--- src/common/hdlc_irq_consts.vh ---
// Constants for the HDLC interrupt, check-sequence and byte-count block
`ifndef HDLC_IRQ_CONSTS_VH
`define HDLC_IRQ_CONSTS_VH

// Page codes that select one of the two controller copies
`define PAGE_FIRST        8'h0b
`define PAGE_SECOND       8'h0c

// Register indices; byte address is four times the index
`define IDX_CTRL2         8'h15
`define IDX_MASK          8'h16
`define IDX_FLAGS         8'h17
`define IDX_CHECK_UPPER   8'h18
`define IDX_CHECK_LOWER   8'h19
`define IDX_TX_COUNT      8'h1a

// Address fields: index in bits 9:2, page in bits 17:10
`define ADDR_IDX_LSB      2
`define ADDR_PAGE_LSB     10

// Event flag bit positions (mask bits share them)
`define FLAG_GO_AHEAD     7
`define FLAG_RX_END       6
`define FLAG_TX_DONE      5
`define FLAG_LAST_NEXT    4
`define FLAG_TX_LOW       3
`define FLAG_ABORT_UNDER  2
`define FLAG_RX_HIGH      1
`define FLAG_RX_OVERRUN   0

// Second control register bits
`define CTRL2_INTSEL      7
`define CTRL2_CYCLE       6

// Reset values
`define MASK_RESET        8'h00
`define FLAGS_RESET       8'h00
`define CTRL2_RESET       8'h00
`define TX_COUNT_RESET    8'h00
`define CHECK_RESET       8'h00

// Counts
`define ABORT_MIN_BITS    5'd26
`define RX_FIFO_DEPTH     8'h80
`define TX_COUNT_ONE      8'h01
`define TX_COUNT_ZERO     8'h00

// Bus responses
`define RESP_OKAY         2'b00
`define RESP_SLVERR       2'b10

`endif

--- src/hdl/hdlc_irq_crc_bytecount.v ---
// Event flags, masks, check-sequence capture and tx byte counter, two copies
`timescale 1ns/10ps
`default_nettype none
`include "hdlc_irq_consts.vh"

module hdlc_irq_crc_bytecount #(
  parameter ADDR_W = 18,                     // Bus address width
  parameter CNT_W  = 8                       // Tx byte counter width
) (
  // Clock and reset
  input  wire                 aclk,
  input  wire                 aresetn,
  // AXI4-Lite write address
  input  wire [ADDR_W-1:0]    s_axi_awaddr,
  input  wire [2:0]           s_axi_awprot,
  input  wire                 s_axi_awvalid,
  output reg                  s_axi_awready,
  // AXI4-Lite write data
  input  wire [31:0]          s_axi_wdata,
  input  wire [3:0]           s_axi_wstrb,
  input  wire                 s_axi_wvalid,
  output reg                  s_axi_wready,
  // AXI4-Lite write response
  output reg  [1:0]           s_axi_bresp,
  output reg                  s_axi_bvalid,
  input  wire                 s_axi_bready,
  // AXI4-Lite read address
  input  wire [ADDR_W-1:0]    s_axi_araddr,
  input  wire [2:0]           s_axi_arprot,
  input  wire                 s_axi_arvalid,
  output reg                  s_axi_arready,
  // AXI4-Lite read data
  output reg  [31:0]          s_axi_rdata,
  output reg  [1:0]           s_axi_rresp,
  output reg                  s_axi_rvalid,
  input  wire                 s_axi_rready,
  // Receiver events, one bit per controller, and check words, 16 bits each
  input  wire [1:0]           go_ahead_seen,
  input  wire [1:0]           rx_end_byte_write,
  input  wire [1:0]           rx_flag_detected,
  input  wire [1:0]           rx_bit_strobe,
  input  wire [1:0]           rx_frame_abort,
  input  wire [1:0]           rx_packet_end,
  input  wire [31:0]          rx_check_in,
  // Receive FIFO side
  input  wire [1:0]           last_byte_next,
  input  wire [1:0]           rx_empty_read,
  input  wire [1:0]           rx_fifo_above_full,
  input  wire [1:0]           rx_fifo_write_try,
  input  wire [15:0]          rx_fifo_level,
  // Transmitter and transmit FIFO side
  input  wire [1:0]           tx_packet_done,
  input  wire [1:0]           tx_fifo_below_low,
  input  wire [1:0]           tx_underrun_read,
  input  wire [1:0]           tx_fifo_write,
  // Results
  output reg  [1:0]           irq,
  output reg  [1:0]           rx_disabled,
  output reg  [1:0]           packet_end_tag,
  output reg  [15:0]          ctrl2_out
);

  ////////////////////////////////////////////////////////////////////////////
  // How the block hangs together
  //
  // Every register exists twice, one copy per link controller; the page
  // field of the bus address picks the copy, the index field the register.
  // Event strobes come from logic on this same clock, so they are used as
  // they stand, with no synchronising stages.
  //
  // Flags are sticky: an event sets its bit whatever the mask says, and
  // only a read of the flag register clears them. A read and an event in
  // one cycle leave the flag set, so no event is lost between the read
  // data being captured and the clear taking effect.
  //
  // The request output is a registered OR of the flags ANDed with the mask, built from
  // the next flag value, so it rises on the same edge as its flag.
  //
  // Limitation: the abort bit count saturates at the minimum, so it tells
  // only whether a frame was long enough, not how long it was.

  ////////////////////////////////////////////////////////////////////////////
  // Decode helpers

  // Page field to controller copy; only two pages are mapped
  function page_known;
    input [ADDR_W-1:0] addr;
    begin
      page_known = (addr[`ADDR_PAGE_LSB +: 8] == `PAGE_FIRST) ||
                   (addr[`ADDR_PAGE_LSB +: 8] == `PAGE_SECOND);
    end
  endfunction

  // Selected copy, 0 or 1
  function page_sel;
    input [ADDR_W-1:0] addr;
    begin
      page_sel = (addr[`ADDR_PAGE_LSB +: 8] == `PAGE_SECOND);
    end
  endfunction

  // Register index field
  function [7:0] reg_idx;
    input [ADDR_W-1:0] addr;
    begin
      reg_idx = addr[`ADDR_IDX_LSB +: 8];
    end
  endfunction

  // Unmapped pages and indices answer with an error and change nothing
  // Whether an index names a register of this block
  function idx_known;
    input [7:0] idx;
    begin
      idx_known = (idx >= `IDX_CTRL2) && (idx <= `IDX_TX_COUNT);
    end
  endfunction

  ////////////////////////////////////////////////////////////////////////////
  // Register storage, one entry per controller copy

  reg  [7:0]       mask      [0:1];    // Event interrupt enables
  reg  [7:0]       flags     [0:1];    // Sticky event flags
  reg  [7:0]       ctrl2     [0:1];    // Second control register
  reg  [7:0]       check_hi  [0:1];    // Received check, upper byte
  reg  [7:0]       check_lo  [0:1];    // Received check, lower byte
  reg  [CNT_W-1:0] tx_length_counter [0:1]; // Live down-counter
  reg  [CNT_W-1:0] tx_length_prog    [0:1]; // Programmed length
  reg  [4:0]       rx_bits   [0:1];    // Bits since flag, saturating

  // Write channel holding state
  reg  [ADDR_W-1:0] aw_addr;           // Captured write address
  reg               aw_held;           // Write address in hand
  reg  [31:0]       w_data;            // Captured write data
  reg  [3:0]        w_strb;            // Captured byte strobes
  reg               w_held;            // Write data in hand

  ////////////////////////////////////////////////////////////////////////////
  // Bus strobes: writes from the holding state, reads from the live bus

  wire       do_write = aw_held && w_held && !s_axi_bvalid;
  wire       wr_ok    = page_known(aw_addr) && idx_known(reg_idx(aw_addr));
  wire       wr_copy  = page_sel(aw_addr);
  wire [7:0] wr_idx   = reg_idx(aw_addr);
  // Only the low lane carries register data; upper lanes are ignored
  wire       wr_lane  = w_strb[0];
  wire       do_read  = s_axi_arvalid && s_axi_arready;
  wire       rd_ok    = page_known(s_axi_araddr) &&
                        idx_known(reg_idx(s_axi_araddr));
  wire       rd_copy  = page_sel(s_axi_araddr);
  wire [7:0] rd_idx   = reg_idx(s_axi_araddr);

  ////////////////////////////////////////////////////////////////////////////
  // Event vectors and next values, both copies

  reg  [7:0]       ev          [0:1];  // Events seen this cycle
  reg  [7:0]       next_flags  [0:1];  // Flags after set and clear
  reg  [CNT_W-1:0] next_count  [0:1];  // Counter after this cycle
  reg  [7:0]       rd_value;           // Read mux result
  integer          k;

  always @* begin
    for (k = 0; k < 2; k = k + 1) begin
      ev[k] = 8'h00;
      ev[k][`FLAG_GO_AHEAD]   = go_ahead_seen[k];
      ev[k][`FLAG_RX_END]     = rx_end_byte_write[k];
      ev[k][`FLAG_TX_DONE]    = tx_packet_done[k];
      ev[k][`FLAG_LAST_NEXT]  = last_byte_next[k] |
                                rx_empty_read[k];
      ev[k][`FLAG_TX_LOW]     = tx_fifo_below_low[k];
      // Source of bit 2 follows the select bit
      if (ctrl2[k][`CTRL2_INTSEL]) begin
        ev[k][`FLAG_ABORT_UNDER] = tx_underrun_read[k];
      end else begin
        // Short aborts are noise, not frames
        ev[k][`FLAG_ABORT_UNDER] = rx_frame_abort[k] &&
                                   (rx_bits[k] >= `ABORT_MIN_BITS);
      end
      ev[k][`FLAG_RX_HIGH]    = rx_fifo_above_full[k];
      ev[k][`FLAG_RX_OVERRUN] = rx_fifo_write_try[k] &&
        (rx_fifo_level[k*8 +: 8] == `RX_FIFO_DEPTH);
      // Set wins over clear, so a strobe during the read is kept
      // Clear on read, but a same-cycle event survives
      next_flags[k] = flags[k];
      if (do_read && rd_ok && rd_copy == k[0] &&
          rd_idx == `IDX_FLAGS) begin
        next_flags[k] = `FLAGS_RESET;
      end
      next_flags[k] = next_flags[k] | ev[k];
      // A count of zero is parked: further writes leave it at zero and
      // raise no tag, so an unprogrammed counter never marks a byte
      // Counter: software load wins over a FIFO write
      next_count[k] = tx_length_counter[k];
      if (do_write && wr_ok && wr_lane && wr_copy == k[0] &&
          wr_idx == `IDX_TX_COUNT) begin
        // Stored data, not the live bus: wdata may have moved on by now
        next_count[k] = w_data[CNT_W-1:0];
      end else if (tx_fifo_write[k] &&
                   tx_length_counter[k] != `TX_COUNT_ZERO) begin
        if (tx_length_counter[k] == `TX_COUNT_ONE &&
            ctrl2[k][`CTRL2_CYCLE]) begin
          next_count[k] = tx_length_prog[k];
        end else begin
          next_count[k] = tx_length_counter[k] - `TX_COUNT_ONE;
        end
      end
    end
  end

  // Read data mux for the addressed copy
  always @* begin
    case (rd_idx)
      `IDX_CTRL2:       rd_value = ctrl2[rd_copy];
      `IDX_MASK:        rd_value = mask[rd_copy];
      `IDX_FLAGS:       rd_value = flags[rd_copy];
      `IDX_CHECK_UPPER: rd_value = check_hi[rd_copy];
      `IDX_CHECK_LOWER: rd_value = check_lo[rd_copy];
      `IDX_TX_COUNT:    rd_value = tx_length_counter[rd_copy];
      default:          rd_value = 8'h00;
    endcase
  end

  ////////////////////////////////////////////////////////////////////////////
  // AXI4-Lite write path: address and data taken in either order

  always @(posedge aclk) begin
    if (!aresetn) begin
      s_axi_awready <= 1'b0;
      s_axi_wready  <= 1'b0;
      s_axi_bvalid  <= 1'b0;
      s_axi_bresp   <= `RESP_OKAY;
      aw_held       <= 1'b0;
      w_held        <= 1'b0;
      aw_addr       <= {ADDR_W{1'b0}};
      w_data        <= 32'h00000000;
      w_strb        <= 4'h0;
    end else begin
      // Ready only while the slot is free, so payloads are never lost
      s_axi_awready <= !aw_held && !(s_axi_awvalid && s_axi_awready);
      s_axi_wready  <= !w_held && !(s_axi_wvalid && s_axi_wready);
      if (s_axi_awvalid && s_axi_awready) begin
        aw_held <= 1'b1;
        aw_addr <= s_axi_awaddr;
      end
      if (s_axi_wvalid && s_axi_wready) begin
        w_held <= 1'b1;
        w_data <= s_axi_wdata;
        w_strb <= s_axi_wstrb;
      end
      // Both halves are latched first, so the master may offer address
      // and data in either order or in the same cycle
      // Response once both halves are in hand
      if (do_write) begin
        aw_held      <= 1'b0;
        w_held       <= 1'b0;
        s_axi_bvalid <= 1'b1;
        s_axi_bresp  <= wr_ok ? `RESP_OKAY : `RESP_SLVERR;
      end else if (s_axi_bvalid && s_axi_bready) begin
        s_axi_bvalid <= 1'b0;
      end
    end
  end

  ////////////////////////////////////////////////////////////////////////////
  // AXI4-Lite read path: one-cycle answer

  always @(posedge aclk) begin
    if (!aresetn) begin
      s_axi_arready <= 1'b0;
      s_axi_rvalid  <= 1'b0;
      s_axi_rdata   <= 32'h00000000;
      s_axi_rresp   <= `RESP_OKAY;
    end else begin
      // Read data is captured on the take edge; the flag clear lands on
      // the same edge, so software always sees exactly what it clears
      // One read in flight at a time
      s_axi_arready <= !s_axi_rvalid && !do_read;
      if (do_read) begin
        s_axi_rvalid <= 1'b1;
        s_axi_rdata  <= {24'h000000, rd_ok ? rd_value : 8'h00};
        s_axi_rresp  <= rd_ok ? `RESP_OKAY : `RESP_SLVERR;
      end else if (s_axi_rvalid && s_axi_rready) begin
        s_axi_rvalid <= 1'b0;
      end
    end
  end

  ////////////////////////////////////////////////////////////////////////////
  // Per-copy registers, flags and counters

  integer i;

  always @(posedge aclk) begin
    if (!aresetn) begin
      for (i = 0; i < 2; i = i + 1) begin
        mask[i]              <= `MASK_RESET;
        flags[i]             <= `FLAGS_RESET;
        ctrl2[i]             <= `CTRL2_RESET;
        check_hi[i]          <= `CHECK_RESET;
        check_lo[i]          <= `CHECK_RESET;
        tx_length_counter[i] <= `TX_COUNT_RESET;
        tx_length_prog[i]    <= `TX_COUNT_RESET;
        rx_bits[i]           <= 5'd0;
      end
      irq            <= 2'b00;
      rx_disabled    <= 2'b00;
      packet_end_tag <= 2'b00;
      ctrl2_out      <= 16'h0000;
    end else begin
      for (i = 0; i < 2; i = i + 1) begin
        // Software writes land in the copy picked by the page
        if (do_write && wr_ok && wr_lane && wr_copy == i[0]) begin
          case (wr_idx)
            `IDX_CTRL2: ctrl2[i] <= w_data[7:0];
            `IDX_MASK:  mask[i]  <= w_data[7:0];
            `IDX_TX_COUNT: tx_length_prog[i] <= w_data[CNT_W-1:0];
            default: ;
          endcase
        end
        flags[i]             <= next_flags[i];
        tx_length_counter[i] <= next_count[i];
        // Capture check bytes untouched at each packet end
        if (rx_packet_end[i]) begin
          check_hi[i] <= rx_check_in[i*16+8 +: 8];
          check_lo[i] <= rx_check_in[i*16 +: 8];
        end
        // Bit count since the last flag, held at the abort minimum
        if (rx_flag_detected[i]) begin
          rx_bits[i] <= 5'd0;
        end else if (rx_bit_strobe[i] && rx_bits[i] < `ABORT_MIN_BITS) begin
          rx_bits[i] <= rx_bits[i] + 5'd1;
        end
        // Overrun holds the receiver off until the next flag
        if (ev[i][`FLAG_RX_OVERRUN]) begin
          rx_disabled[i] <= 1'b1;
        end else if (rx_flag_detected[i]) begin
          rx_disabled[i] <= 1'b0;
        end
        // Request follows flags with no extra delay, a new mask one edge later
        irq[i] <= |(next_flags[i] & mask[i]);
        // Tag is ready for the very next FIFO write
        packet_end_tag[i] <= (next_count[i] == `TX_COUNT_ONE);
        ctrl2_out[i*8 +: 8] <= ctrl2[i];
      end
      // Mask written this cycle takes effect on the next edge
      // so a write and an event in one cycle use the old mask
    end
  end

endmodule
`default_nettype wire

--- config.mk ---
export PLATFORM = sky130hd
export DESIGN_NAME = hdlc_irq_crc_bytecount
export DESIGN_NICKNAME = d
export VERILOG_FILES = /design/src/hdl/hdlc_irq_crc_bytecount.v
export VERILOG_INCLUDE_DIRS = /design/src /design/src/common
export SDC_FILE = /design/constraint.sdc
export NUM_CORES = 1
export LEC_CHECK = 0
export ABC_AREA = 1
export BUFFER_PORTS_ARGS = -buffer_cell sky130_fd_sc_hd__buf_2
export CAP_MARGIN = 20
export CORE_ASPECT_RATIO = 1.1
export CORE_MARGIN = 2
export CORE_UTILIZATION = 35
export DETAILED_ROUTE_END_ITERATION = 16
export PLACE_DENSITY = 0.64
export REMOVE_ABC_BUFFERS = 1
export SLEW_MARGIN = 25
export SYNTH_ARGS = -nofsm -noshare
export SYNTH_HDL_FRONTEND = slang
export SYNTH_SLANG_ARGS = --single-unit
--- constraint.sdc ---
create_clock -name aclk -period 2.5 [get_ports aclk]
set_clock_uncertainty 0.15 [all_clocks]
set_input_delay 0.375 -clock aclk [delete_from_list [all_inputs] [get_ports aclk]]
set_output_delay 0.375 -clock aclk [all_outputs]
set_load 0.01 [all_outputs]
After elaboration in Yosys (flattened, before gate mapping)
Memories as Yosys holds them, arrays and structs flattened.
Cells that the tools add are included.
- register bits: 68
- latch bits: 0
- RAM bits: 122
- ROM bits: 0
- input port bits: 161
- output and inout port bits: 63
- logic and storage cells: 220
- memories kept: 8
- add/sub/neg operators: 4
- multipliers: 0
- div/mod/pow operators: 0
- order comparisons: 8
- eq/ne operators: 19
- shift-type cells: 0
- mux-type cells: 83
- bitwise gates (word level): 27
- reductions and logical operators: 53
- memory list (memory ; words ; bits a word ; read ports ; clocked after memory_dff ; write ports ; line ; RTL):
    check_hi ; 2 ; 8 ; 1 ; 0 ; 2 ; hdlc_irq_crc_bytecount.v:125 ; reg [7:0] check_hi [0:1];
    check_lo ; 2 ; 8 ; 1 ; 0 ; 2 ; hdlc_irq_crc_bytecount.v:126 ; reg [7:0] check_lo [0:1];
    ctrl2 ; 2 ; 8 ; 3 ; 0 ; 2 ; hdlc_irq_crc_bytecount.v:124 ; reg [7:0] ctrl2 [0:1];
    flags ; 2 ; 8 ; 3 ; 0 ; 2 ; hdlc_irq_crc_bytecount.v:123 ; reg [7:0] flags [0:1];
    mask ; 2 ; 8 ; 3 ; 0 ; 2 ; hdlc_irq_crc_bytecount.v:122 ; reg [7:0] mask [0:1];
    tx_length_counter ; 2 ; 8 ; 3 ; 0 ; 2 ; hdlc_irq_crc_bytecount.v:127 ; reg [CNT_W-1:0] tx_length_counter [0:1];
    2 more memories ; n/a ; n/a ; n/a ; n/a ; n/a ; n/a ;
- operators by type and width (cell ; number):
    8-bit two-way mux ; 23
    8-bit by 5-bit equality test with 1-bit output, second input constant ; 9
    1-bit two-way mux ; 53
    8-bit case mux with 6 select lines ; 1
    1-bit logical AND ; 35
    8-bit by 1-bit equality test with 1-bit output, second input constant ; 4
    8-bit by 4-bit equality test with 1-bit output, second input constant ; 4
    5-bit two-way mux ; 4
    1-bit bitwise OR ; 20
    8-bit AND ; 2
    8-bit equality test, second input constant ; 2
    8-bit by 5-bit greater-or-equal comparator with 1-bit output, second input constant ; 2
    8-bit by 5-bit less-or-equal comparator with 1-bit output, second input constant ; 2
    8-bit bitwise OR ; 2
    8-bit nonzero test ; 2
    8-bit OR reduction ; 2
    8-bit by 1-bit subtractor with 8-bit output, second input constant ; 2
    5-bit by 1-bit adder with 5-bit output, second input constant ; 2
    5-bit greater-or-equal comparator, second input constant ; 2
    5-bit < comparator, second input constant ; 2
    2-bit nonzero test ; 4
    1-bit logical NOT ; 7
    2-bit two-way mux ; 2
    1-bit inverter ; 3
    2 further kinds ; 3

Depth between registers and ports, before layout
Gate-level depths: netlist (run 1).
- depth after elaboration: 10
- mapped depth: 15
- depth with buffers taken out: 15

Least setup slack after synthesis (run 1)
Ideal clock, no wire load.
- kind: reg-to-reg
- from: reg s_axi_bvalid
- to: mem ctrl2[1][0], enable pin
- setup time: 329 ps
- arrival: 1393 ps
- data required time: 2021 ps
- path slack: 628 ps
- cell stages (with the launch flop): 9
- path buffers: 0
- period minus slack after synthesis: 1872 ps
- path through: dfxtp_1 nand3b_4 nor2_2 nand2_1 nor2_4 nand2_2 nor2_2 nand3_1 nand2_1
- RTL lines (what ; line ; RTL):
    from (decl) ; hdlc_irq_crc_bytecount.v:25 ; output reg s_axi_bvalid,
    from (signal assigned) ; hdlc_irq_crc_bytecount.v:230 ; s_axi_bvalid <= 1'b0;
    from (signal assigned) ; hdlc_irq_crc_bytecount.v:256 ; s_axi_bvalid <= 1'b1;
    from (signal assigned) ; hdlc_irq_crc_bytecount.v:259 ; s_axi_bvalid <= 1'b0;
    to (decl) ; hdlc_irq_crc_bytecount.v:124 ;

==> flow_summary.ini, run 1 <==
[timing]
fmax_mhz = 434
holdWs_ps = 27.3
rsz0062_at_grt = no
finalHoldViolCount = 0
fin_tns_setup_ps = 0
final-setup-viol-count = 0
min_period_ps = 2300
fin_ws_ps = 198
worst_pin_slew_ps = 702
drv_slew = 0
period_share_pct = 92.1
relSlewSlack_pct = 53.0

[setup_path]
critical_path.max_fanout = 12
cp.required_ps = 2710
crit_path_end_kind = flip-flop
critPathKind = flip-flop to flip-flop
crit_arrival_ps = 2520
critPathLaunchType = flip-flop

[finish]
n_antenna_cell = 0
fillCellCount = 2488
final_nets = 1455
area_growth_pct = 20.7
fin_cells = 1645
final_layout_size_suffix_gt1_share_pct = 19.9

[pwr]
finalPower_mw = 6.80
p_clk_share_pct = 42.3
leakagePower_nw = 5.23
switching_share_pct = 26.6
p_switching_mw = 1.81
seqPwrFrac_pct = 50.3
p_int_mw = 4.99
combPwrFrac_pct = 7.4
vdd_drop_max_uv = 411
cellPowerDensity_nw_per_um2 = 625

[logic_synthesis]
yosys_register_bits = 186
synthCells = 1117
yosys-top-cells-count = 233 x nand2_1, 184 x nor2_1, 132 x inv_1
yosysTopAreaCellShare_pct = 30.0
seq_area_frac_synth_pct = 51.3
avgSynthCellArea_um2 = 8.07
yosysMostFrequentCell = nand2_1
synth_edf_count = 90
synth_area_leader_cell = edfxtp_1
ys_warn_count = 0
syn_area_um2 = 9010
synth-main-ff-cell = dfxtp_1
async_reset_ff_share_pct = 0
ys_top_cells_by_area = edfxtp_1 30%, dfxtp_1 21%, nand2_1 9.7%, nor2_1 7.7%, inv_1 5.5%
yosys.cell_types.count = 41

[route]
first_pass_iters = 8
via_per_inst = 4.68
routed-via-count = 7700
ant_nets = 0
remaining_drc_errors = 0
wire_per_inst_um = 14.3
first_iter_violations = 487
wl_um = 23600

[global_routing]
overflow = 0
grt_pass1_wl_um = 36400
antenna_found_initial = 0
grt_pass1_vias = 7306
grt_max_degree = 58
track_usage_pct = 17.5

[clock_network]
clock-sinks = 186
h-tree-depth = 4
clockBufferDepth = 2
cts_root_buf = clkbuf_16
cts_made_buffers = 17
tritoncts = built
clkLatencyLatePin_ps = 450
post_cts_buffers = 0
clkSlewWorstSetupHoldPaths_ps = 80

[die]
die_h_um = 172
die_area_um2 = 27000
start_util_pct = 35.7
die_w_um = 157
io_pins = 224
coreArea_um2 = 25300
num_rows = 61

[run]
timing.max_cap.violations = 0

[placement]
dpl.hpwl_um = 17700
gp_congestion = 0.868
place_inst = 1613
port_buffers = 160
place_ws_ps = 202

[run_status]
status = finished clean

[min_path]
hp-class = input port to flip-flop
## state kept, by name (all words and copies together), names as in the netlist, 2 cells and up
| name | cells |
|---|---|
| aw_addr | 16 |
| check_hi | 16 |
| check_lo | 16 |
| ctrl2 | 16 |
| ctrl2_out | 16 |
| flags | 16 |
| irq | 2 |
| mask | 16 |
| packet_end_tag | 2 |
| rx_bits | 10 |
| rx_disabled | 2 |
| s_axi_rdata | 8 |
| tx_length_counter | 16 |
| tx_length_prog | 16 |
| w_data | 8 |
## per-stage QoR
| step | utilization (%) | instance area, um2 |
|---|---|---|
| final | 43.1 | 10900 |
| after global routing | 43.1 | 10900 |
| after CTS | 43.0 | 10900 |
| after detailed placement | 40.5 | 10200 |
| after global placement | 40.4 | 10200 |
| after floorplan | - | 8770 |
## final timing paths
check	from	end	slack, ps	depth (start not counted)
worst max-delay path	tx_length_counter[0][0]	packet_end_tag[0]	200	14
worst max register to register	tx_length_counter[0][0]	packet_end_tag[0]	200	14
worst min register to register	s_axi_rvalid	s_axi_arready	290	1
worst min-delay path	s_axi_awaddr[16]	aw_addr[16]	30	3
## critical path: stages (launching register included)
cell and delay [ps]:
dfxtp_1 410, inv_1 120, ha_1 260, nand2_1 120, nor2_1 80, a21oi_1 140, buf_4 190, nor2_1 50
a21oi_1 190, nand2_1 90, nand2_1 80, inv_1 40, nor2_1 110, nand2_1 60, nor2_1 140
## layout by cell type (no fill, tap or decap), drive strengths merged
cell type / n
inv: 144
nor2: 194
dfxtp: 96
nor2b: 1
ha: 8
o21ai: 89
nand3: 58
o21a: 14
and2b: 1
nand2: 234
o21bai: 4
a21oi: 45
xnor2: 1
clkbuf: 18
nand3b: 4
nor3: 12
o211ai: 26
or2: 18
xor2: 4
edfxtp: 90
conb: 26
nand4: 13
a211oi: 1
buf: 181
nor4: 9
clkinv: 6
o22ai: 2
## power by group through the flow
stage	registers [mW]	logic (mW)	clock network, mW
final	3.42	0.504	2.87
after detailed placement	3.49	0.505	0
after global routing	3.43	0.571	3.03
after CTS	3.42	0.507	2.91
after floorplan	3.47	0.265	0
after global placement	3.48	0.497	0
## layer usage
| metal | vias to the layer above | GRT usage, % | wire (um) |
|---|---|---|---|
| met5 | - | 0 | 0 |
| met4 | 0 | 4.87 | 384 |
| met2 | 252 | 31.6 | 11700 |
| met3 | 27 | 3.31 | 1290 |
| li1 | 3942 | - | - |
| met1 | 3479 | 21.1 | 10200 |
## layout make-up
| type | instances | area, um2 | share of cell area [%] |
|---|---|---|---|
| Multi-Input combinational cell | 764 | 3650 | 33.6 |
| Timing Repair Buffer | 181 | 1010 | 9.27 |
| Tap cell | 346 | 433 | 3.98 |
| Clock inverter | 14 | 198 | 1.82 |
| Clock buffer | 18 | 450 | 4.14 |
| Sequential cell | 186 | 4620 | 42.5 |
| Inverter | 136 | 510 | 4.69 |
## what timing repair did
| item | CTS | global route |
|---|---|---|
| setup endpoints to repair | 0 | 2 |
| gates resized for setup | 0 | 3 |
| hold buffers | 0 | 0 |
## cells by family (layout without fill, tap and decap cells)
| group | count (synthesis) | count (layout) | share of synthesized area, % |
|---|---|---|---|
| adder cells (fa/ha/maj) | 8 | 8 | 1.11 |
| buffers and inverters | 192 | 349 | 9.39 |
| AND/OR/NAND/NOR | 544 | 544 | 26.3 |
| other | 1 | 26 | 0.0416 |
| XOR/XNOR | 5 | 5 | 0.486 |
| flip-flops | 186 | 186 | 51.3 |
| AO/OA/AOI/OAI | 181 | 181 | 11.3 |
(Power assumes the default switching activity.)
==> inputs of run 2 (changes only) <==
Settings changed: GPL_ROUTABILITY_DRIVEN set to 0, RECOVER_POWER set to 50.
==> flow_summary.ini, run 2 (same netlist as run 1, synthesis figures left out) <==
[setup_path]
critPathMaxStageDelay_ps = 320
critPathKind = flip-flop to flip-flop
slowest_stage = nand2_1
crit_top_cell = nand2_1
reg2reg_from = aw_addr[17]
cp.required_ps = 2460
critical_path.max_fanout = 8
crit_arrival_ps = 2260
r2r.worst_path.cells = 9
path_cells = inv_1 -> nand2_1 -> nor3_2 -> nand2_1 -> nor2_4 -> nand2_2 -> nor2_2 -> nand3_1 -> nand2_1
critPathLaunchType = flip-flop
ff2ff_setup_slack_ps = 190
crit_path_end_kind = flip-flop
rr_endpoint = mask[1][4]

[clock_network]
clock-sinks = 186
cts_made_buffers = 17
clkLatencyLatePin_ps = 440
h-tree-depth = 4
clockBufferDepth = 2
clkSlewWorstSetupHoldPaths_ps = 80
cts_root_buf = clkbuf_16
tritoncts = built

[finish]
most-common-layout-cells = 232 x nand2_1, 185 x nor2_1, 132 x inv_1
area_growth_pct = 19.5
n_antenna_cell = 0
final_common_cell = nand2_1
final_nets = 1459
utilization_pct = 42.6
final_layout_size_suffix_gt1_share_pct = 16.5

[route]
via_per_inst = 4.72
routed-via-count = 7782
first_iter_violations = 546
wl_um = 23300
first_pass_iters = 7
ant_nets = 0
wire_per_inst_um = 14.1
remaining_drc_errors = 0

[global_routing]
track_usage_pct = 17.6
antenna_found_initial = 0
overflow = 0
grt_max_degree = 33
grt_pass1_wl_um = 36500
grt_pass1_vias = 7371

[min_path]
hold_start = s_axi_awaddr[9]
hp-class = input port to flip-flop
hold_depth = 3
min_delay_worst_endpoint = aw_addr[9]

[timing]
drv_slew = 33
relSlewSlack_pct = -13.7
finalHoldViolCount = 0
min_period_ps = 2310
rsz0062_at_grt = no
period_share_pct = 92.2
final-setup-viol-count = 0
fmax_mhz = 434
holdWs_ps = 29.2
worst_pin_slew_ps = 1690

[die]
start_util_pct = 35.7
die_h_um = 172
coreArea_um2 = 25300
num_rows = 61
die_w_um = 157
io_pins = 224
die_area_um2 = 27000

[run_status]
violations = max-capacitance violations, max-slew violations
status = finished with violations

[pwr]
leakagePower_nw = 5.05
cellPowerDensity_nw_per_um2 = 618
vdd_drop_max_uv = 443

[placement]
dpl.hpwl_um = 17500
port_buffers = 160

[run]
timing.max_cap.violations = 1
[run 2: where the power goes]
group	switching, mW	internal (mW)
sequential	0.0737	3.34
combinational	0.310	0.178
clock	1.35	1.41
total	1.73	4.93
[run 2: worst max path at each step]
stage / from / end / slack [ps] / cells past startpoint
floorplan: s_axi_araddr[17] / s_axi_rdata[2] / -170 / 11
global placement: s_axi_araddr[15] / s_axi_rdata[1] / 220 / 12
detailed placement: s_axi_araddr[17] / s_axi_rdata[1] / 210 / 12
CTS: aw_addr[17] / ctrl2[1][7] / 180 / 9
global route: aw_addr[14] / mask[1][5] / 6 / 9
finish: aw_addr[17] / mask[1][4] / 190 / 9
[run 2: through the flow]
| step | setup WS (ps) | TNS (ps) | area, um2 | power (mW) | std cells |
|---|---|---|---|---|---|
| 2_1_floorplan | -174 | -1150 | 8770 | 3.74 | 1086 |
| 3_3_place_gp | 218 | 0 | 10200 | 3.98 | 1617 |
| 3_5_place_dp | 206 | 0 | 10200 | 3.99 | 1617 |
| 4_1_cts | 181 | 0 | 10800 | 6.72 | 1649 |
| 5_1_grt | 5.59 | 0 | 10800 | 6.92 | 1649 |
| 6_report | 194 | 0 | 10800 | 6.66 | 1649 |
[run 2: cell type report]
type / count / area, um2
clock buffers: 18 / 450
inverters: 136 / 510
clock inverters: 14 / 164
multi-input cells: 764 / 3630
fillers: 2550 / 14500
repair buffers: 185 / 950
well taps: 346 / 433
flip-flops and latches: 186 / 4630
[run 2: critical path: cells and delay by family (launching register included)]
kind          cells  cell delay [ps]
buf+inv           1               60
flops             1              300
simple gates      8             1470
[run 2: timing repair]
action,4_1_cts,5_1_grt
resized for setup,0,2
hold buffers,0,0
endpoints found under the setup margin,0,9
buffers inserted,0,0
[run 2: per-layer routing]
metal / global-route usage (%) / wire length (um) / vias up
met2: 30.9 / 11300 / 248
met5: 0 / 0 / -
met1: 21.3 / 9900 / 3546
met3: 3.81 / 1460 / 36
met4: 5.86 / 593 / 0
li1: - / - / 3952
==> inputs of run 3 (changes only) <==
Settings changed: PLACE_DENSITY 0.64 to 0.66, REMOVE_ABC_BUFFERS 1 to unset.
Clock period 2.5 ns to 2.1 ns, I/O delays scaled along.
==> flow_summary.ini, run 3 (same netlist as run 1, synthesis figures left out) <==
[run]
timing.max_cap.violations = 0

[die]
io_pins = 224
die_w_um = 157
coreArea_um2 = 25300
start_util_pct = 35.7
die_h_um = 172
die_area_um2 = 27000
num_rows = 61

[clock_network]
clkLatencyLatePin_ps = 440
clkSlewWorstSetupHoldPaths_ps = 70
clockBufferDepth = 2
h-tree-depth = 4
cts_root_buf = clkbuf_16
clock-sinks = 186
cts_made_buffers = 17
tritoncts = built

[global_routing]
busiest_layer = met2
met1_usage_pct = 21.9
antenna_found_initial = 2
grt_pass1_vias = 7788
grt_use_met3_pct = 4.16
grt_max_degree = 44
grt_pass1_wl_um = 37900
overflow = 0
track_usage_pct = 18.3
use_met2_pct = 32.1

[route]
first_pass_iters = 5
ant_nets = 0
remaining_drc_errors = 0
wire_per_inst_um = 14.1
first_iter_violations = 539
via_per_inst = 4.69
routed-via-count = 8098
wl_um = 24400

[placement]
place_ws_ps = -40.6
port_buffers = 160
dpl.hpwl_um = 18200

[timing]
rsz0062_at_grt = yes
fin_ws_ps = 57.3
min_period_ps = 2040
worst_pin_slew_ps = 618
relSlewSlack_pct = 58.8
drv_slew = 0
fmax_mhz = 490
period_share_pct = 97.3
final-setup-viol-count = 0
finalHoldViolCount = 0

[finish]
area_growth_pct = 29.6
final_layout_size_suffix_gt1_share_pct = 26.2
final_nets = 1534
most-common-layout-cells = 224 x nand2_1, 162 x nor2_1, 162 x buf_2
final_common_cell = nand2_1

[pwr]
leakagePower_nw = 5.59
cellPowerDensity_nw_per_um2 = 679
vdd_drop_max_uv = 486
finalPower_mw = 7.93

[run_status]
status = finished clean

[setup_path]
crit_path_end_kind = flip-flop
critical_path.max_fanout = 8
critPathKind = flip-flop to flip-flop
critPathLaunchType = flip-flop
crit_arrival_ps = 2260
cp.required_ps = 2320

[min_path]
hp-class = input port to flip-flop
[run 3: layout make-up]
type	instances	area [um2]
multi-input cells	764	3820
clock inverters	14	146
well taps	346	433
flip-flops and latches	186	4630
repair buffers	260	1690
fillers	2434	13600
clock buffers	18	439
diodes	1	2.50
inverters	136	510
[run 3: repair_timing]
item / CTS / global route
pin swaps: 1 / 9
setup endpoints to repair: 12 / 97
gates cloned: 1 / 1
setup buffers: 0 / 5
gates resized for setup: 7 / 63
endpoints found under the hold margin: 23 / 0
hold buffers: 23 / 0
[run 3: power by group]
part,switching (mW),internal [mW]
logic,0.397,0.286
registers,0.0918,3.98
clock network,1.55,1.62
total,2.04,5.89
[run 3: worst paths after layout]
check / from / end / slack (ps) / cells after the start
worst max-delay path: aw_addr[8] / packet_end_tag[0] / 60 / 9
worst max register to register: aw_addr[8] / packet_end_tag[0] / 60 / 9
worst min register to register: ctrl2[1][4] / ctrl2_out[12] / 300 / 2
worst min-delay path: go_ahead_seen[1] / flags[1][7] / 8 / 3
[run 3: per-stage QoR]
stage	cells	setup TNS [ps]	util (%)	hold slack, ps	cell area, um2
3_3_place_gp	1662	-74.1	42.0	286	10600
2_1_floorplan	1142	0	-	273	9100
4_1_cts	1718	0	45.4	0.590	11500
3_5_place_dp	1662	-95.0	42.0	287	10600
5_1_grt	1724	-278	46.2	15.7	11700
6_report	1725	0	46.2	8.12	11700
[run 3: critical path, stage by stage (launching register included)]
cell,delay (ps)
dfxtp_1,320
nor2_2,150
buf_4,130
nand4_1,150
nor2_4,200
nand4_1,160
buf_4,210
o21ai_0,220
nand3_1,120
nor2_2,150
[run 3: routing by layer]
metal,part of all wire (%),wire length [um]
met1,42,10300
met2,49,11900
met3,5.8,1420
met4,3.2,774
met5,0.053,13
